===== src/wfd_pkg.sv =====
// Shared constants, register map and helper functions for the wake detect block.
// Assumes one clock domain and an AXI4-Lite master with 32-bit data.
package wfd_pkg;

    // Register map: byte addresses on the AXI4-Lite bus.
    localparam logic [7:0] STORE_BASE = 8'h00;
    localparam int STORE_WORDS = 8;
    localparam logic [7:0] CSR_ADDR = 8'h20;

    // Filter storage word layout.
    localparam int CMD_WORD = 4;
    localparam int OFFSET_WORD = 5;
    localparam int CRC_WORD = 6;
    localparam int CMD_EN_BIT = 0;
    localparam int CMD_MCAST_BIT = 3;
    localparam int NUM_FILTERS = 4;
    localparam int MASK_BITS = 31;

    // Wake control and status bits.
    localparam int CSR_SYNC_EN = 0;
    localparam int CSR_FRAME_EN = 1;
    localparam int CSR_PME_SEL = 2;
    localparam int CSR_SYNC_FLAG = 4;
    localparam int CSR_FRAME_FLAG = 5;

    // Frame layout and sync pattern.
    localparam int ADDR_BYTES = 6;
    localparam int DA_SA_LEN = 12;
    localparam int SYNC_LEN = 6;
    localparam int ADDR_COPIES = 16;
    localparam logic [7:0] SYNC_BYTE = 8'hff;

    // CRC-16 engine.
    localparam logic [15:0] CRC_POLY = 16'h8005;
    localparam logic [15:0] CRC_INIT = 16'hffff;

    // AXI responses.
    localparam logic [1:0] RESP_OKAY = 2'h0;
    localparam logic [1:0] RESP_SLVERR = 2'h2;

    // Byte k of the station address, k = 0 is the first byte on the wire.
    function automatic logic [7:0] addr_byte(input logic [47:0] addr, input logic [2:0] k);
        return addr[{k, 3'h0} +: 8];
    endfunction

    // One byte through the CRC-16 engine, least significant bit first.
    function automatic logic [15:0] crc16_byte(input logic [15:0] crc, input logic [7:0] d);
        logic [15:0] c;
        c = crc;
        for (int b = 0; b < 8; b++)
        begin
            if (c[15] ^ d[b])
                c = {c[14:0], 1'b0} ^ CRC_POLY;
            else
                c = {c[14:0], 1'b0};
        end
        return c;
    endfunction

endpackage


===== src/wfd_filter_lane.sv =====
// One wake-up frame filter lane: selects masked bytes and advances its CRC-16.
// Assumes the byte index counts from the first destination address byte.
`timescale 1ns/10ps
module wfd_filter_lane #(
    parameter int IDX_W = 9
) (
    // Received byte and its position in the frame.
    input wire logic [7:0] rx_data,
    input wire logic [IDX_W-1:0] byte_idx,
    input wire logic sof,
    // Filter programming.
    input wire logic [31:0] byte_mask,
    input wire logic [7:0] pattern_offset,
    // Running CRC of this lane.
    input wire logic [15:0] crc_q,
    output logic [15:0] crc_next
);

    logic [IDX_W-1:0] rel;
    logic [15:0] base;
    logic take;

    // A byte counts when it lies in the 31-byte window after the offset and its
    // mask bit is set; bit 31 never takes part even if software sets it.
    always_comb
    begin
        rel = byte_idx - IDX_W'(pattern_offset);
        take = (byte_idx >= IDX_W'(pattern_offset)) && (rel < IDX_W'(wfd_pkg::MASK_BITS))
            && byte_mask[rel[4:0]];
        base = sof ? wfd_pkg::CRC_INIT : crc_q;
        crc_next = take ? wfd_pkg::crc16_byte(base, rx_data) : base;
    end

endmodule


===== src/wfd_sync_detect.sv =====
// Sync-pattern packet detector: six 0xff bytes then sixteen station address copies.
// Assumes bytes arrive on the same clock with a start flag on the first byte.
`timescale 1ns/10ps
module wfd_sync_detect (
    // Clock and reset.
    input wire logic aclk,
    input wire logic aresetn,
    // Byte stream.
    input wire logic rx_valid,
    input wire logic [7:0] rx_data,
    input wire logic rx_sof,
    // Qualification.
    input wire logic enable,
    input wire logic [47:0] station_addr,
    // Result.
    output logic hit
);

    typedef enum logic [1:0] {
        WFD_SEARCH = 2'b00,
        WFD_ADDR = 2'b01,
        WFD_DONE = 2'b11
    } wfd_sync_e;

    typedef struct packed {
        wfd_sync_e st;
        logic [3:0] idx;
        logic [2:0] run;
        logic [2:0] k;
        logic [3:0] copies;
        logic hit;
    } wfd_sync_s;

    wfd_sync_s q;
    wfd_sync_s next_q;
    wfd_sync_s b;

    // Each frame starts from a clean search; the header bytes are skipped.
    always_comb
    begin
        next_q = q;
        next_q.hit = 1'b0;
        b = q;
        if (rx_sof)
        begin
            b = '0;
        end
        if (rx_valid)
        begin
            next_q = b;
            next_q.hit = 1'b0;
            if (b.idx < 4'(wfd_pkg::DA_SA_LEN))
                next_q.idx = b.idx + 4'h1;
            if (!enable)
                next_q.st = WFD_SEARCH;
            else if (b.idx >= 4'(wfd_pkg::DA_SA_LEN))
            begin
                unique case (b.st)
                    WFD_SEARCH:
                    begin
                        if (rx_data == wfd_pkg::SYNC_BYTE)
                            next_q.run = (b.run == 3'(wfd_pkg::SYNC_LEN)) ? b.run : b.run + 3'h1;
                        else if (b.run == 3'(wfd_pkg::SYNC_LEN)
                            && rx_data == wfd_pkg::addr_byte(station_addr, 3'h0))
                        begin
                            next_q.st = WFD_ADDR;
                            next_q.k = 3'h1;
                            next_q.copies = 4'h0;
                        end
                        else
                            next_q.run = 3'h0;
                    end
                    WFD_ADDR:
                    begin
                        if (rx_data == wfd_pkg::addr_byte(station_addr, b.k))
                        begin
                            if (b.k == 3'(wfd_pkg::ADDR_BYTES - 1))
                            begin
                                next_q.k = 3'h0;
                                next_q.copies = b.copies + 4'h1;
                                if (b.copies == 4'(wfd_pkg::ADDR_COPIES - 1))
                                begin
                                    next_q.st = WFD_DONE;
                                    next_q.hit = 1'b1;
                                end
                            end
                            else
                                next_q.k = b.k + 3'h1;
                        end
                        else
                        begin
                            // A broken copy sends us back to look for a fresh sync run.
                            next_q.st = WFD_SEARCH;
                            next_q.run = (rx_data == wfd_pkg::SYNC_BYTE) ? 3'h1 : 3'h0;
                        end
                    end
                    WFD_DONE:
                    begin
                        next_q.st = WFD_DONE;
                    end
                    default:
                    begin
                        next_q.st = WFD_SEARCH;
                    end
                endcase
            end
        end
    end

    // State register.
    always_ff @(posedge aclk)
    begin
        if (!aresetn)
            q <= '0;
        else
            q <= next_q;
    end

    assign hit = q.hit;

endmodule


===== src/wfd_wake_detect.sv =====
// Wake-up frame filters and sync-packet detection with an AXI4-Lite register slave.
// Assumes the receive path delivers destination-address-first bytes on aclk.
//
// Function
// - Byte mask bits 30:0 select frame byte offset+j for the CRC; bit 31 unused.
// - Command bit 3 set means multicast frames only, clear means unicast only.
// - Command bit 0 enables the filter; a disabled filter never matches.
// - Offsets count from the first destination address byte of the frame.
// - Masked-byte CRC-16 equal to the stored value declares a wake-up frame.
// - Storage is four masks, commands word, offsets word, then two CRC words.
// - Sync wake enable suppresses normal reception and starts sync detection.
// - Software chooses host interrupt or power event output for notification.
// - A detected sync packet sets the sync received status flag.
// - Clearing sync wake enable returns to normal reception if frame wake enable is also clear and D1 is not active.
// - Sync detection applies to own-address and broadcast frames.
// - The sync run of six 0xff bytes is sought after both address fields.
// - Sixteen back-to-back station address copies must follow the sync run.
// - A broken copy sequence restarts the search for a sync run.
// - The pattern may start anywhere but copies need the sync run first.
// - Multicast frames holding the pattern are accepted too.
// - In D1 both detectors run regardless of their enable bits.
// - Frame wake enable suppresses reception; a match sets the frame flag.
// - Broadcast wake frames wake the device even with broadcasts disabled.
`timescale 1ns/10ps
module wfd_wake_detect #(
    parameter int ADDR_W = 8,
    parameter int IDX_W = 9
) (
    // Clock and reset.
    input wire logic aclk,
    input wire logic aresetn,
    // AXI4-Lite write address and data.
    input wire logic [ADDR_W-1:0] s_axi_awaddr,
    input wire logic s_axi_awvalid,
    output logic s_axi_awready,
    input wire logic [31:0] s_axi_wdata,
    input wire logic [3:0] s_axi_wstrb,
    input wire logic s_axi_wvalid,
    output logic s_axi_wready,
    // AXI4-Lite write response.
    output logic [1:0] s_axi_bresp,
    output logic s_axi_bvalid,
    input wire logic s_axi_bready,
    // AXI4-Lite read.
    input wire logic [ADDR_W-1:0] s_axi_araddr,
    input wire logic s_axi_arvalid,
    output logic s_axi_arready,
    output logic [31:0] s_axi_rdata,
    output logic [1:0] s_axi_rresp,
    output logic s_axi_rvalid,
    input wire logic s_axi_rready,
    // Receive byte stream from the MAC.
    input wire logic rx_valid,
    input wire logic [7:0] rx_data,
    input wire logic rx_sof,
    input wire logic rx_eof,
    // Station context.
    input wire logic [47:0] station_addr,
    input wire logic power_state_d1,
    // Results.
    output logic normal_rx_enable,
    output logic host_irq,
    output logic power_event_output
);

    localparam int NF = wfd_pkg::NUM_FILTERS;

    typedef struct packed {
        logic aw_got;
        logic [ADDR_W-1:0] aw_addr;
        logic w_got;
        logic [31:0] w_data;
        logic [3:0] w_strb;
        logic bvalid;
        logic [1:0] bresp;
        logic rvalid;
        logic [31:0] rdata;
        logic [1:0] rresp;
        logic [wfd_pkg::STORE_WORDS-1:0][31:0] store;
        logic sync_en;
        logic frame_en;
        logic pme_sel;
        logic sync_flag;
        logic frame_flag;
        logic [IDX_W-1:0] byte_idx;
        logic mcast;
        logic da_own;
        logic [NF-1:0][15:0] crc;
    } wfd_state_s;

    wfd_state_s q;
    wfd_state_s next_q;
    logic [NF-1:0][15:0] lane_crc;
    logic [NF-1:0] frame_hits;
    logic [IDX_W-1:0] cur_idx;
    logic sync_run;
    logic frame_run;
    logic sync_raw;
    logic sync_hit;
    logic frame_any;
    logic [31:0] wmerged;

    // Byte-lane merge of a write into an existing word.
    function automatic logic [31:0] merge(input logic [31:0] old, input logic [31:0] d,
        input logic [3:0] strb);
        logic [31:0] r;
        r = old;
        for (int i = 0; i < 4; i++)
        begin
            if (strb[i])
                r[i*8 +: 8] = d[i*8 +: 8];
        end
        return r;
    endfunction

    // Field pickers over the filter storage.
    function automatic logic cmd_of(input logic [wfd_pkg::STORE_WORDS-1:0][31:0] s,
        input int i, input int b);
        return s[wfd_pkg::CMD_WORD][i*8 + b];
    endfunction

    function automatic logic [15:0] crc_of(input logic [wfd_pkg::STORE_WORDS-1:0][31:0] s,
        input int i);
        return s[wfd_pkg::CRC_WORD + i/2][(i%2)*16 +: 16];
    endfunction

    // Current byte position; the start flag forces zero at the destination address.
    assign cur_idx = rx_sof ? '0 : q.byte_idx;

    // D1 turns both detectors on without software help.
    assign sync_run = q.sync_en || power_state_d1;
    assign frame_run = q.frame_en || power_state_d1;

    // Normal reception stops while either detector owns the receive path.
    assign normal_rx_enable = !(sync_run || frame_run);

    // Notification goes to exactly one output, picked by software.
    assign host_irq = !q.pme_sel && (q.sync_flag || q.frame_flag);
    assign power_event_output = q.pme_sel && (q.sync_flag || q.frame_flag);

    // One CRC lane per filter; each keeps its own running value.
    for (genvar g = 0; g < NF; g++)
    begin : g_lane
        wfd_filter_lane #(
            .IDX_W(IDX_W)
        ) u_lane (
            .rx_data(rx_data),
            .byte_idx(cur_idx),
            .sof(rx_sof),
            .byte_mask(q.store[g]),
            .pattern_offset(q.store[wfd_pkg::OFFSET_WORD][g*8 +: 8]),
            .crc_q(q.crc[g]),
            .crc_next(lane_crc[g])
        );
    end

    // Sync pattern search runs on every byte while sync_run is set.
    wfd_sync_detect u_sync (
        .aclk(aclk),
        .aresetn(aresetn),
        .rx_valid(rx_valid),
        .rx_data(rx_data),
        .rx_sof(rx_sof),
        .enable(sync_run),
        .station_addr(station_addr),
        .hit(sync_raw)
    );

    // Own address, broadcast or any multicast frame may carry the sync pattern.
    assign sync_hit = sync_raw && (q.da_own || q.mcast);

    // Per-filter match on the last byte of the frame. Broadcast frames have the
    // group bit set, so they pass a multicast filter whatever the broadcast
    // disable setting of the receive filter is.
    always_comb
    begin
        frame_hits = '0;
        for (int i = 0; i < NF; i++)
        begin
            frame_hits[i] = rx_valid && rx_eof && frame_run
                && cmd_of(q.store, i, wfd_pkg::CMD_EN_BIT)
                && (cmd_of(q.store, i, wfd_pkg::CMD_MCAST_BIT) ? q.mcast
                    : (q.da_own && !q.mcast))
                && (lane_crc[i] == crc_of(q.store, i));
        end
    end

    assign frame_any = |frame_hits;
    assign wmerged = merge(q.store[q.aw_addr[4:2]], q.w_data, q.w_strb);

    // All next-state logic: bus slave, frame tracking and status flags.
    always_comb
    begin
        next_q = q;
        // Address and data are taken independently and in either order.
        if (s_axi_awvalid && s_axi_awready)
        begin
            next_q.aw_got = 1'b1;
            next_q.aw_addr = s_axi_awaddr;
        end
        if (s_axi_wvalid && s_axi_wready)
        begin
            next_q.w_got = 1'b1;
            next_q.w_data = s_axi_wdata;
            next_q.w_strb = s_axi_wstrb;
        end
        if (q.bvalid && s_axi_bready)
            next_q.bvalid = 1'b0;
        if (q.aw_got && q.w_got && !q.bvalid)
        begin
            next_q.aw_got = 1'b0;
            next_q.w_got = 1'b0;
            next_q.bvalid = 1'b1;
            next_q.bresp = wfd_pkg::RESP_OKAY;
            if (q.aw_addr < ADDR_W'(wfd_pkg::CSR_ADDR))
                next_q.store[q.aw_addr[4:2]] = wmerged;
            else if (q.aw_addr[ADDR_W-1:2] == wfd_pkg::CSR_ADDR[ADDR_W-1:2])
            begin
                if (q.w_strb[0])
                begin
                    next_q.sync_en = q.w_data[wfd_pkg::CSR_SYNC_EN];
                    next_q.frame_en = q.w_data[wfd_pkg::CSR_FRAME_EN];
                    next_q.pme_sel = q.w_data[wfd_pkg::CSR_PME_SEL];
                    // Writing one clears a flag.
                    if (q.w_data[wfd_pkg::CSR_SYNC_FLAG])
                        next_q.sync_flag = 1'b0;
                    if (q.w_data[wfd_pkg::CSR_FRAME_FLAG])
                        next_q.frame_flag = 1'b0;
                end
            end
            else
                next_q.bresp = wfd_pkg::RESP_SLVERR;
        end
        // Reads answer one cycle after the address is taken.
        if (q.rvalid && s_axi_rready)
            next_q.rvalid = 1'b0;
        if (s_axi_arvalid && s_axi_arready)
        begin
            next_q.rvalid = 1'b1;
            next_q.rresp = wfd_pkg::RESP_OKAY;
            next_q.rdata = '0;
            if (s_axi_araddr < ADDR_W'(wfd_pkg::CSR_ADDR))
                next_q.rdata = q.store[s_axi_araddr[4:2]];
            else if (s_axi_araddr[ADDR_W-1:2] == wfd_pkg::CSR_ADDR[ADDR_W-1:2])
            begin
                next_q.rdata[wfd_pkg::CSR_SYNC_EN] = q.sync_en;
                next_q.rdata[wfd_pkg::CSR_FRAME_EN] = q.frame_en;
                next_q.rdata[wfd_pkg::CSR_PME_SEL] = q.pme_sel;
                next_q.rdata[wfd_pkg::CSR_SYNC_FLAG] = q.sync_flag;
                next_q.rdata[wfd_pkg::CSR_FRAME_FLAG] = q.frame_flag;
            end
            else
                next_q.rresp = wfd_pkg::RESP_SLVERR;
        end
        // Frame tracking: position, group bit and own-address compare.
        if (rx_valid)
        begin
            next_q.crc = lane_crc;
            if (cur_idx != '1)
                next_q.byte_idx = cur_idx + IDX_W'(1);
            if (cur_idx == '0)
            begin
                next_q.mcast = rx_data[0];
                next_q.da_own = (rx_data == wfd_pkg::addr_byte(station_addr, 3'h0));
            end
            else if (cur_idx < IDX_W'(wfd_pkg::ADDR_BYTES))
                next_q.da_own = q.da_own
                    && (rx_data == wfd_pkg::addr_byte(station_addr, cur_idx[2:0]));
        end
        // Hardware set wins over a software clear in the same cycle.
        if (sync_hit)
            next_q.sync_flag = 1'b1;
        if (frame_any)
            next_q.frame_flag = 1'b1;
    end

    // State register.
    always_ff @(posedge aclk)
    begin
        if (!aresetn)
            q <= '0;
        else
            q <= next_q;
    end

    // Bus handshakes: one write and one read in flight.
    assign s_axi_awready = !q.aw_got && !q.bvalid;
    assign s_axi_wready = !q.w_got && !q.bvalid;
    assign s_axi_bvalid = q.bvalid;
    assign s_axi_bresp = q.bresp;
    assign s_axi_arready = !q.rvalid;
    assign s_axi_rvalid = q.rvalid;
    assign s_axi_rdata = q.rdata;
    assign s_axi_rresp = q.rresp;

    // Checks.
    chk_filter_off_quiet: assert property (@(posedge aclk) disable iff (!aresetn)
        $rose(q.frame_flag) |-> $past(cmd_of(q.store, 3, 0) || cmd_of(q.store, 2, 0)
        || cmd_of(q.store, 1, 0) || cmd_of(q.store, 0, 0)))
        else $error("Disabled filter reported a match.");
    chk_sync_flag_set: assert property (@(posedge aclk) disable iff (!aresetn)
        sync_hit |=> q.sync_flag)
        else $error("Sync flag not set after detection.");
    chk_frame_flag_set: assert property (@(posedge aclk) disable iff (!aresetn)
        frame_any |=> q.frame_flag)
        else $error("Frame flag not set after match.");
    chk_rx_suppress_mode: assert property (@(posedge aclk) disable iff (!aresetn)
        (q.sync_en || q.frame_en) |-> !normal_rx_enable)
        else $error("Normal reception active in wake mode.");
    chk_d1_auto_enable: assert property (@(posedge aclk) disable iff (!aresetn)
        power_state_d1 |-> !normal_rx_enable)
        else $error("Detectors not running in D1.");
    chk_notify_route_sel: assert property (@(posedge aclk) disable iff (!aresetn)
        (q.sync_flag && q.pme_sel) |-> (power_event_output && !host_irq))
        else $error("Notification on wrong output.");
    chk_sync_dest_ok: assert property (@(posedge aclk) disable iff (!aresetn)
        $rose(q.sync_flag) |-> $past(q.da_own || q.mcast))
        else $error("Sync detection on foreign unicast frame.");
    chk_crc_hold_idle: assert property (@(posedge aclk) disable iff (!aresetn)
        !rx_valid |=> $stable(q.crc))
        else $error("CRC moved without a byte.");
    chk_write_answer: assert property (@(posedge aclk) disable iff (!aresetn)
        (q.aw_got && q.w_got && !q.bvalid) |=> q.bvalid)
        else $error("Write response missing.");

endmodule


===== config.mk =====
export PLATFORM = sky130hd
export DESIGN_NAME = wfd_wake_detect
export DESIGN_NICKNAME = d
export VERILOG_FILES = /design/src/wfd_pkg.sv /design/src/wfd_filter_lane.sv /design/src/wfd_sync_detect.sv /design/src/wfd_wake_detect.sv
export SDC_FILE = /design/constraint.sdc
export NUM_CORES = 1
export LEC_CHECK = 0
export CORE_UTILIZATION = 45
export DETAILED_ROUTE_END_ITERATION = 8
export DONT_BUFFER_PORTS = 1
export GPL_ROUTABILITY_DRIVEN = 0
export HOLD_SLACK_MARGIN = 0.02
export PLACE_DENSITY_LB_ADDON = 0.1
export SYNTH_ARGS = -nofsm -noshare
export SYNTH_HDL_FRONTEND = slang
export SYNTH_HIERARCHICAL = 1
export SYNTH_SLANG_ARGS = --single-unit

===== constraint.sdc =====
create_clock -name aclk -period 5.6 [get_ports aclk]
set_input_delay 1.12 -clock aclk [delete_from_list [all_inputs] [get_ports aclk]]
set_output_delay 1.12 -clock aclk [all_outputs]
set_load 0.02 [all_outputs]

**After elaboration in Yosys (flattened, before gate mapping)**

Cells that the tools add are included.

- $add $sub $neg: 9
- Order comparisons: 20
- Equality and inequality tests: 18
- Shift-type cells: 2
- Muxes and demuxes: 113
- Bitwise gates (word level): 66
- Reduce and logical (&&, ||, !) cells: 73

Operators with widths:

| operator | count |
|---|---|
| $mux W16 | 40 |
| $bwmux W256 | 1 |
| $bmux W32 S3 | 2 |
| $demux W32 S3 | 1 |
| $mux W32 | 3 |
| $not A3 Y3 | 32 |
| $shiftx A48 B7 Y8 | 2 |
| $eq A16 B16 Y1 | 4 |
| $mux W8 | 5 |
| $logic_and A1 B1 Y1 | 38 |
| $ge A9 B8 Y1 | 4 |
| $lt A9 B5 Y1 const B | 4 |
| $sub A9 B8 Y9 | 4 |
| $mux W35 | 1 |
| $mux W2 | 17 |
| $xor A1 B1 Y1 | 32 |
| $mux W26 | 1 |
| $eq A8 B8 Y1 | 3 |
| $lt A5 B6 Y1 const B | 4 |
| $mux W3 | 8 |
| $mux W11 | 2 |
| $reduce_bool A2 Y1 | 11 |
| $bmux W1 S5 | 4 |
| $mux W1 | 20 |
| other kinds (35) | 58 |

- Flip-flop bits (word level): 437
- Word-level logic and storage cells: 337

**Longest topological paths before layout**

Gate-level depths: netlist of run 1.

- Word-level depth: 23
- Mapped depth: 23
- Gate-level depth less buffers: 18

**Cells and area by module**

The synthesis of run 1 kept the hierarchy.

Modules (own cells, without submodules):

| module | times used | cells each | area each (µm²) | sequential area each (µm²) |
|---|---|---|---|---|
| wfd_wake_detect | 1 | 2446 | 22106.2 | 8328.0 |
| wfd_filter_lane | 4 | 153 | 1256.2 | 0.0 |
| wfd_sync_detect | 1 | 274 | 2050.7 | 340.3 |

**Worst setup path before layout of run 1**

OpenSTA, ideal clock, no wires.

- Path kind: input port to flip-flop
- From: in rx_sof
- To: reg q[75] (netlist bit)
- Setup time: 0.076 ns
- Arrival time: 4.829 ns
- Required time: 5.524 ns
- Slack: 0.696 ns
- Stages: 20
- Path buffers: 5
- Cells stage by stage: buf_6 clkbuf_1 clkbuf_1 nor2b_1 ha_1 o21ai_0 nor2_1 a221oi_1 mux2i_1 o2111ai_1 or3_1 buf_6 buf_12 mux2i_1 xor2_1 nor4_1 nand4_1 nor4_1 a22oi_1 a21boi_0

RTL lines:

| item | line | source |
|---|---|---|
| start: declaration | wfd_wake_detect.sv:55 | `input wire logic rx_sof,` |
| end signal: assignment | wfd_wake_detect.sv:283 | `q <= next_q;` |
| end: declaration | wfd_wake_detect.sv:91 | `wfd_state_s q;` |

==> results.json, run 1 <==
{
  "drv_cap": 0,
  "cp.required_ns": 6.13,
  "cts_buffers": 52,
  "synth_top_area_share_pct": 29.7,
  "wirelength_um": 109000,
  "synth_ff_type": "dfxtp_1",
  "skew_ns": 0.0250,
  "ctsHoldBuffers": 0,
  "drt_iter0_drc": 2661,
  "whs_ns": 0.464,
  "nNetsFinal": 3423,
  "drt_first_pass_iters": 5,
  "setup_violations": 0,
  "period_share_pct": 96.7,
  "power_density_mw_per_mm2": 242,
  "syn_area_mm2": 0.0292,
  "power_w": 0.00764,
  "wl_met2_um": 48100,
  "critical_path.endpoint_type": "flip-flop",
  "cts_root_buffer": "clkbuf_16",
  "grt_max_degree": 431,
  "antenna_found_initial": 8,
  "dp_hpwl_um": 76300,
  "synth_warnings": 6,
  "syn_inst": 3332,
  "post-place-ws_ns": -0.715,
  "vdd_drop_max_uv": 227,
  "wl_met1_um": 46900,
  "finalHoldViolCount": 0,
  "wl_per_cell_um": 26.2,
  "post_dp_cell_area_mm2": 0.0299,
  "cts_sinks": 433,
  "die-area_mm2": 0.0659,
  "synth.yosys.seq_area_share_pct": 29.7,
  "slowest_stage": "nor2b_1",
  "cts_buffer_depth": 3,
  "p_leak_nw": 11.4,
  "min_period_ns": 5.42,
  "io_pins": 163,
  "yosys.area.top_type": "dfxtp_1",
  "drcViolationCount": 0,
  "max_slew_margin_pct": -48.9,
  "start_util_pct": 45.9,
  "synth_edf_count": 0,
  "grt_pass1_vias": 23978,
  "arrival_ns": 5.94,
  "instances_no_fill": 4150,
  "track_usage_pct": 32.1,
  "max_freq_mhz": 185,
  "status": "finished with violations",
  "ant_nets": 0,
  "synth_area_leaders": "dfxtp_1 (30%), nand2_1 (8.4%), mux2i_1 (7.9%), mux4_2 (7.8%), xnor2_1 (4.5%)",
  "clk_pin_slew_ns": 0.06,
  "crit_type": "primary input to flip-flop",
  "row_count": 92,
  "max_slew.worst_pin.slew_ns": 2.23,
  "htreeDepth": 2,
  "core_mm2": 0.0635,
  "die_h_um": 257,
  "fin_area_mm2": 0.0316,
  "rsz0062_at_grt": "false",
  "numPortBuffers": 0,
  "postSynthRegisterBits": 433,
  "path_max_fanout": 173,
  "path_buf_inv": 4,
  "vias_per_cell": 6.09,
  "worst_slack_ns": 0.183,
  "area.growth.synth_to_final_pct": 8.35,
  "dp_cells": 4053,
  "start_kind": "primary input",
  "met3_length_um": 9800,
  "crit_chain": "nor2b_1 -> buf_4 -> ha_1 -> a211oi_1 -> nor2_1 -> a221oi_1 -> mux2i_1 -> o2111ai_1 -> or3_1 -> buf_12 -> buf_12 -> mux2i_1 -> xnor2_1 -> nand4_1 -> nor4_2 -> buf_4 -> nor3_1 -> a21boi_0",
  "cts_tree": "built",
  "drive_gt1_share_pct": 13.7,
  "grt_first_pass_wirelength_um": 160000,
  "syn_area_per_cell_um2": 8.76,
  "critPathMaxStageDelay_ns": 0.73,
  "cpLargestDelayFamily": "simple AND/OR/NAND/NOR gates",
  "top_layer": "met5",
  "drv_slew": 267,
  "insertion_delay_ns": 0.61,
  "violations": "slew limit",
  "overflow": 0,
  "async_flop_share_pct": 0,
  "min_path_type": "flip-flop to flip-flop",
  "die_w_um": 257,
  "vias": 25293,
  "ys_types": 109
}
==> final timing paths <==
kind	startpoint	endpoint	slack, ns	cells past startpoint
setup / recovery	rx_sof	q[75]	0.18	18
hold / removal	q[403]	q[403]	0.46	2
setup reg to reg	q[68]	q[75]	0.63	18
hold reg to reg	q[403]	q[403]	0.46	2
==> metrics by stage <==
stage          TNS [ns]  utilization [%]
3_3_place_gp     -0.669             47.0
5_1_grt               0             49.8
2_1_floorplan         0                -
6_report              0             49.8
4_1_cts               0             49.8
3_5_place_dp     -0.715             47.0
==> synth_stat cells, types with 17 or more instances <==
| cell | instances |
|---|---|
| nand2_1 | 653 |
| dfxtp_1 | 433 |
| mux2i_1 | 231 |
| nor2_1 | 169 |
| xnor2_1 | 150 |
| a21boi_0 | 140 |
| o21ai_0 | 128 |
| clkbuf_1 | 122 |
| and2_1 | 116 |
| nor2b_1 | 108 |
| mux4_2 | 101 |
| a21boi_1 | 87 |
| inv_1 | 69 |
| buf_4 | 61 |
| xor2_1 | 61 |
| mux2_2 | 49 |
| a21oi_1 | 43 |
| buf_2 | 39 |
| ha_1 | 39 |
| a22oi_1 | 34 |
| nand4_1 | 31 |
| o21ai_1 | 29 |
| buf_6 | 25 |
| a211oi_1 | 23 |
| nand2b_1 | 22 |
| nand3_1 | 21 |
| nor4_1 | 20 |
| o2bb2ai_1 | 18 |
| nor3_1 | 17 |
==> per-layer routing <==
metal / up-vias / global-route usage [%]
li1: 11508 / -
met1: 12323 / 44.8
met2: 1225 / 49.9
met3: 231 / 5.73
met4: 6 / 10.8
met5: - / 0
==> worst reg2reg max path, stage by stage (launching register included) <==
cell       delay [ns]
dfxtp_1          0.33
nor2b_1          0.65
buf_4            0.23
ha_1             0.29
a211oi_1         0.34
nor2_1           0.15
a221oi_1         0.34
mux2i_1          0.24
o2111ai_1        0.13
or3_1            0.38
buf_12           0.17
buf_12           0.15
mux2i_1          0.31
xnor2_1          0.16
nand4_1          0.12
nor4_2           0.50
buf_4            0.21
nor3_1           0.06
a21boi_0         0.15
==> where the power goes <==
part           internal (W)  switching, W
Clock               0.00202       0.00144
Sequential          0.00315     0.0000908
Combinational      0.000458      0.000493
==> cells in the final DEF (no fill, tap or decap), types with 22 or more instances in the layout <==
cell type | netlist | layout
nand4_1 | 31 | 31
clkbuf_16 | 0 | 53
dfxtp_1 | 433 | 430
xor2_1 | 61 | 61
nor2_1 | 169 | 169
a21boi_0 | 140 | 140
inv_1 | 69 | 69
nand2b_1 | 22 | 22
xnor2_1 | 150 | 150
o21ai_1 | 29 | 29
ha_1 | 39 | 39
mux2i_1 | 231 | 231
nand2_1 | 653 | 653
o21ai_0 | 128 | 128
a21boi_1 | 87 | 87
mux4_2 | 101 | 101
mux2_2 | 49 | 49
a21oi_1 | 43 | 43
nor2b_1 | 108 | 106
buf_4 | 61 | 130
a211oi_1 | 23 | 23
and2_1 | 116 | 116
a22oi_1 | 34 | 34
==> area by class of cell <==
type | instances | area [µm²]
Tap cell | 846 | 1060
Fill cell | 6075 | 31900
Antenna cell | 1 | 2.50
Inverter | 72 | 270
Multi-Input combinational cell | 2563 | 18700
Clock buffer | 72 | 1470
Timing Repair Buffer | 139 | 1160
Clock inverter | 24 | 245
Sequential cell | 433 | 8670
==> registers in the layout, summed over array words and instances, names as in the netlist <==
signal        cells
s_axi_rvalid      1
s_axi_rdata      32
u_sync/hit        1
q               380
s_axi_bvalid      1
s_axi_rresp       1
u_sync/q         16
s_axi_bresp       1
==> what timing repair did <==
| action | 4_1_cts | 5_1_grt |
|---|---|---|
| endpoints found under the setup margin | 1 | 1 |
| setup buffers | 0 | 0 |
| resized for setup | 1 | 1 |
==> logic make-up (layout without fill, tap and decap cells) <==
kind of cell	Yosys count	in the layout	share of synthesized area (%)
AO/OA/AOI/OAI	659	659	16.2
XOR/XNOR	223	223	7.09
adder cells (fa/ha/maj)	43	43	1.95
buffers and inverters	337	307	6.20
flip-flops	433	433	29.7
multiplexers	396	396	18.8
other	1	3	0.0129
AND/OR/NAND/NOR	1240	1240	20.1
(Power assumes the default switching activity.)
==> run 2: changes to the inputs <==
--- a/config.mk
+++ b/config.mk
@@ -5,6 +5,8 @@
 export SDC_FILE = /design/constraint.sdc
 export NUM_CORES = 1
 export LEC_CHECK = 0
+export CELL_PAD_IN_SITES_DETAIL_PLACEMENT = 0
+export CELL_PAD_IN_SITES_GLOBAL_PLACEMENT = 1
 export CORE_UTILIZATION = 45
 export DETAILED_ROUTE_END_ITERATION = 8
 export DONT_BUFFER_PORTS = 1
@@ -13,5 +15,4 @@
 export PLACE_DENSITY_LB_ADDON = 0.1
 export SYNTH_ARGS = -nofsm -noshare
 export SYNTH_HDL_FRONTEND = slang
-export SYNTH_HIERARCHICAL = 1
 export SYNTH_SLANG_ARGS = --single-unit
==> results.json, run 2 <==
{
  "status": "complete, no violations",
  "path_buf_inv": 4,
  "core_mm2": 0.0607,
  "postSynthRegisterBits": 433,
  "dp_hpwl_um": 79600,
  "synth_area_leaders": "dfxtp_1 (31%), mux4_2 (8.3%), a21oi_1 (7.6%), nor2_1 (6.9%), nand2_1 (6.7%)",
  "htreeDepth": 2,
  "cts_sinks": 433,
  "cpLargestDelayFamily": "simple AND/OR/NAND/NOR gates",
  "synthMuxAreaShare_pct": 16.2,
  "cts_buffers": 52,
  "synth_edf_count": 0,
  "grt_pass1_vias": 24764,
  "vias": 26602,
  "slowest_stage": "nor2_1",
  "track_usage_pct": 34.9,
  "cp.required_ns": 6.12,
  "max_slew_margin_pct": 12.5,
  "grt_max_degree": 125,
  "vias_per_cell": 6.42,
  "max_freq_mhz": 189,
  "max_slew.worst_pin.slew_ns": 1.31,
  "drv_slew": 0,
  "die_w_um": 251,
  "hold_path_depth": 2,
  "numPortBuffers": 0,
  "synth_xor_area_share_pct": 5.98,
  "synthTopCellsByCount": "nor2_1 (514), nand2_1 (500), dfxtp_1 (433)",
  "met3_length_um": 12900,
  "synth_top_family_by_area": "compound AO/OA/AOI/OAI gates",
  "synthSimpleGateAreaFrac_pct": 19.3,
  "clk_pin_slew_ns": 0.06,
  "yosys.area.top_type": "dfxtp_1",
  "layout_commonest_cell": "nor2_1",
  "largest_reg_flops": 380,
  "syn_area_mm2": 0.0278,
  "period_share_pct": 94.5,
  "final_cell_mix": "nor2_1 (508), nand2_1 (499), dfxtp_1 (430), a21oi_1 (423), mux2i_1 (160)",
  "crit_type": "primary input to flip-flop",
  "row_count": 90,
  "nNetsFinal": 3484,
  "p_leak_nw": 10.5,
  "synth.yosys.seq_area_share_pct": 31.1,
  "grt_first_pass_wirelength_um": 164000,
  "endpoint": "q[63]",
  "synthAdderAreaFrac_pct": 2.04,
  "setup_violations": 0,
  "cp.depth": 17,
  "fin_area_mm2": 0.0302,
  "synth_compound_area_share_pct": 19.3,
  "top_layer": "met5",
  "drt_first_pass_iters": 7,
  "synth_top_area_share_pct": 31.1,
  "wl_met1_um": 46500,
  "antenna_cells": 0,
  "ant_nets": 0,
  "syn_inst": 3462,
  "wl_per_cell_um": 27.1,
  "wl_met2_um": 47400,
  "synth_ff_type": "dfxtp_1",
  "yosys.cell_count.top_type": "nor2_1",
  "antenna_found_initial": 5,
  "drt_iter0_drc": 3356,
  "drv_cap": 0,
  "finalHoldViolCount": 0,
  "cts_resized": 0,
  "regMostFlops": "q",
  "power_density_mw_per_mm2": 259,
  "cts_buffer_depth": 3,
  "die_h_um": 251,
  "min_path_type": "flip-flop to flip-flop",
  "synth_warnings": 0,
  "crit_chain": "nor2b_2 -> clkinv_2 -> ha_1 -> fa_1 -> xnor2_2 -> buf_12 -> mux4_2 -> mux2i_1 -> mux2i_1 -> mux2i_1 -> buf_4 -> nor2_2 -> buf_4 -> nor2_1 -> nor2_1 -> nor2_1 -> a311oi_1",
  "ys_types": 100,
  "post_dp_cell_area_mm2": 0.0284,
  "area.growth.synth_to_final_pct": 8.39,
  "drive_gt1_share_pct": 11.7,
  "whs_ns": 0.443,
  "start_util_pct": 45.9,
  "ctsHoldBuffers": 0,
  "io_pins": 163,
  "critical_path.endpoint_type": "flip-flop",
  "path_max_fanout": 120,
  "crit_path_start": "rx_sof",
  "insertion_delay_ns": 0.62,
  "drcViolationCount": 0,
  "die-area_mm2": 0.0628,
  "worst-r2r-cell-count": 17,
  "overflow": 0,
  "skew_ns": 0.0233,
  "rr_startpoint": "q[66]",
  "cts_root_buffer": "clkbuf_16",
  "rsz0062_at_grt": "false",
  "critPathMaxStageDelay_ns": 0.87,
  "vdd_drop_max_uv": 222,
  "syn_area_per_cell_um2": 8.04,
  "async_flop_share_pct": 0,
  "wirelength_um": 112000,
  "cts_tree": "built",
  "rrSetupSlack_ns": 0.46,
  "arrival_ns": 5.81,
  "min_period_ns": 5.29,
  "cts_setup_buffers": 0,
  "timing.rr.end": "q[63]",
  "start_kind": "primary input"
}
run 2: cell count changes after synthesis, moves of 41 or more:
cell,previous run,this run
a21oi_1,43,423
nor2_1,169,514
nand2_1,653,500
a21boi_0,140,4
and2_1,116,16
a21boi_1,87,2
clkbuf_1,122,207
mux2i_1,231,160
nor2b_1,108,40
o22ai_1,11,52
run 2: logic make-up (layout without fill, tap and decap cells):
group	count (synthesis)	count (layout)
other cells	1	2
compound gates	861	861
simple gates	1260	1260
xor+xnor	178	178
mux	307	307
fa+ha+maj	43	43
flops	433	433
buf+inv	379	276
run 2: layout make-up:
type                    count  area [µm²]
clock buffers              77        1530
clock inverters            15         239
fillers                  5845       30500
inverters                  82         317
multi-input cells        2651       17500
flip-flops and latches    433        8680
well taps                 782         978
repair buffers            102         878
run 2: worst min-delay path by stage:
stage / from / endpoint / slack [ns]
after CTS: u_sync.q[1] / u_sync.q[1] / 0.45
after global routing: q[397] / q[397] / 0.47
final: u_sync.q[1] / u_sync.q[1] / 0.44
after detailed placement: u_sync.q[1] / u_sync.q[1] / 0.44
after floorplan: u_sync.q[1] / u_sync.q[1] / 0.43
after global placement: u_sync.q[1] / u_sync.q[1] / 0.44
run 2: layer usage:
metal,global-route usage (%),vias up
met5,0,-
met4,16.4,4
met3,8.92,227
met2,51.2,1538
met1,47.7,12874
li1,-,11959
run 2: report_power, final:
group | switching [W] | total [W] | internal (W)
Sequential | 0.000111 | 0.00325 | 0.00314
Clock | 0.00143 | 0.00354 | 0.00211
Combinational | 0.000616 | 0.00101 | 0.000396
Total | 0.00215 | 0.00780 | 0.00565
run 2: metrics by stage:
step                      power (W)  setup slack, ns  utilization, %  TNS (ns)  std cells
after global routing        0.00805           0.0526            49.7         0       4142
final                       0.00780            0.309            49.7         0       4142
after global placement      0.00430           -0.111            46.8     -1.08       4050
after floorplan             0.00405           0.0528               -         0       3463
after detailed placement    0.00430           -0.206            46.8     -2.50       4050
after CTS                   0.00783            0.423            49.7         0       4142
run 2: worst min-delay path, cell delays in order, from the launching register on:
cell     delay, ns
dfxtp_1       0.30
nand2_1       0.05
a21oi_1       0.05
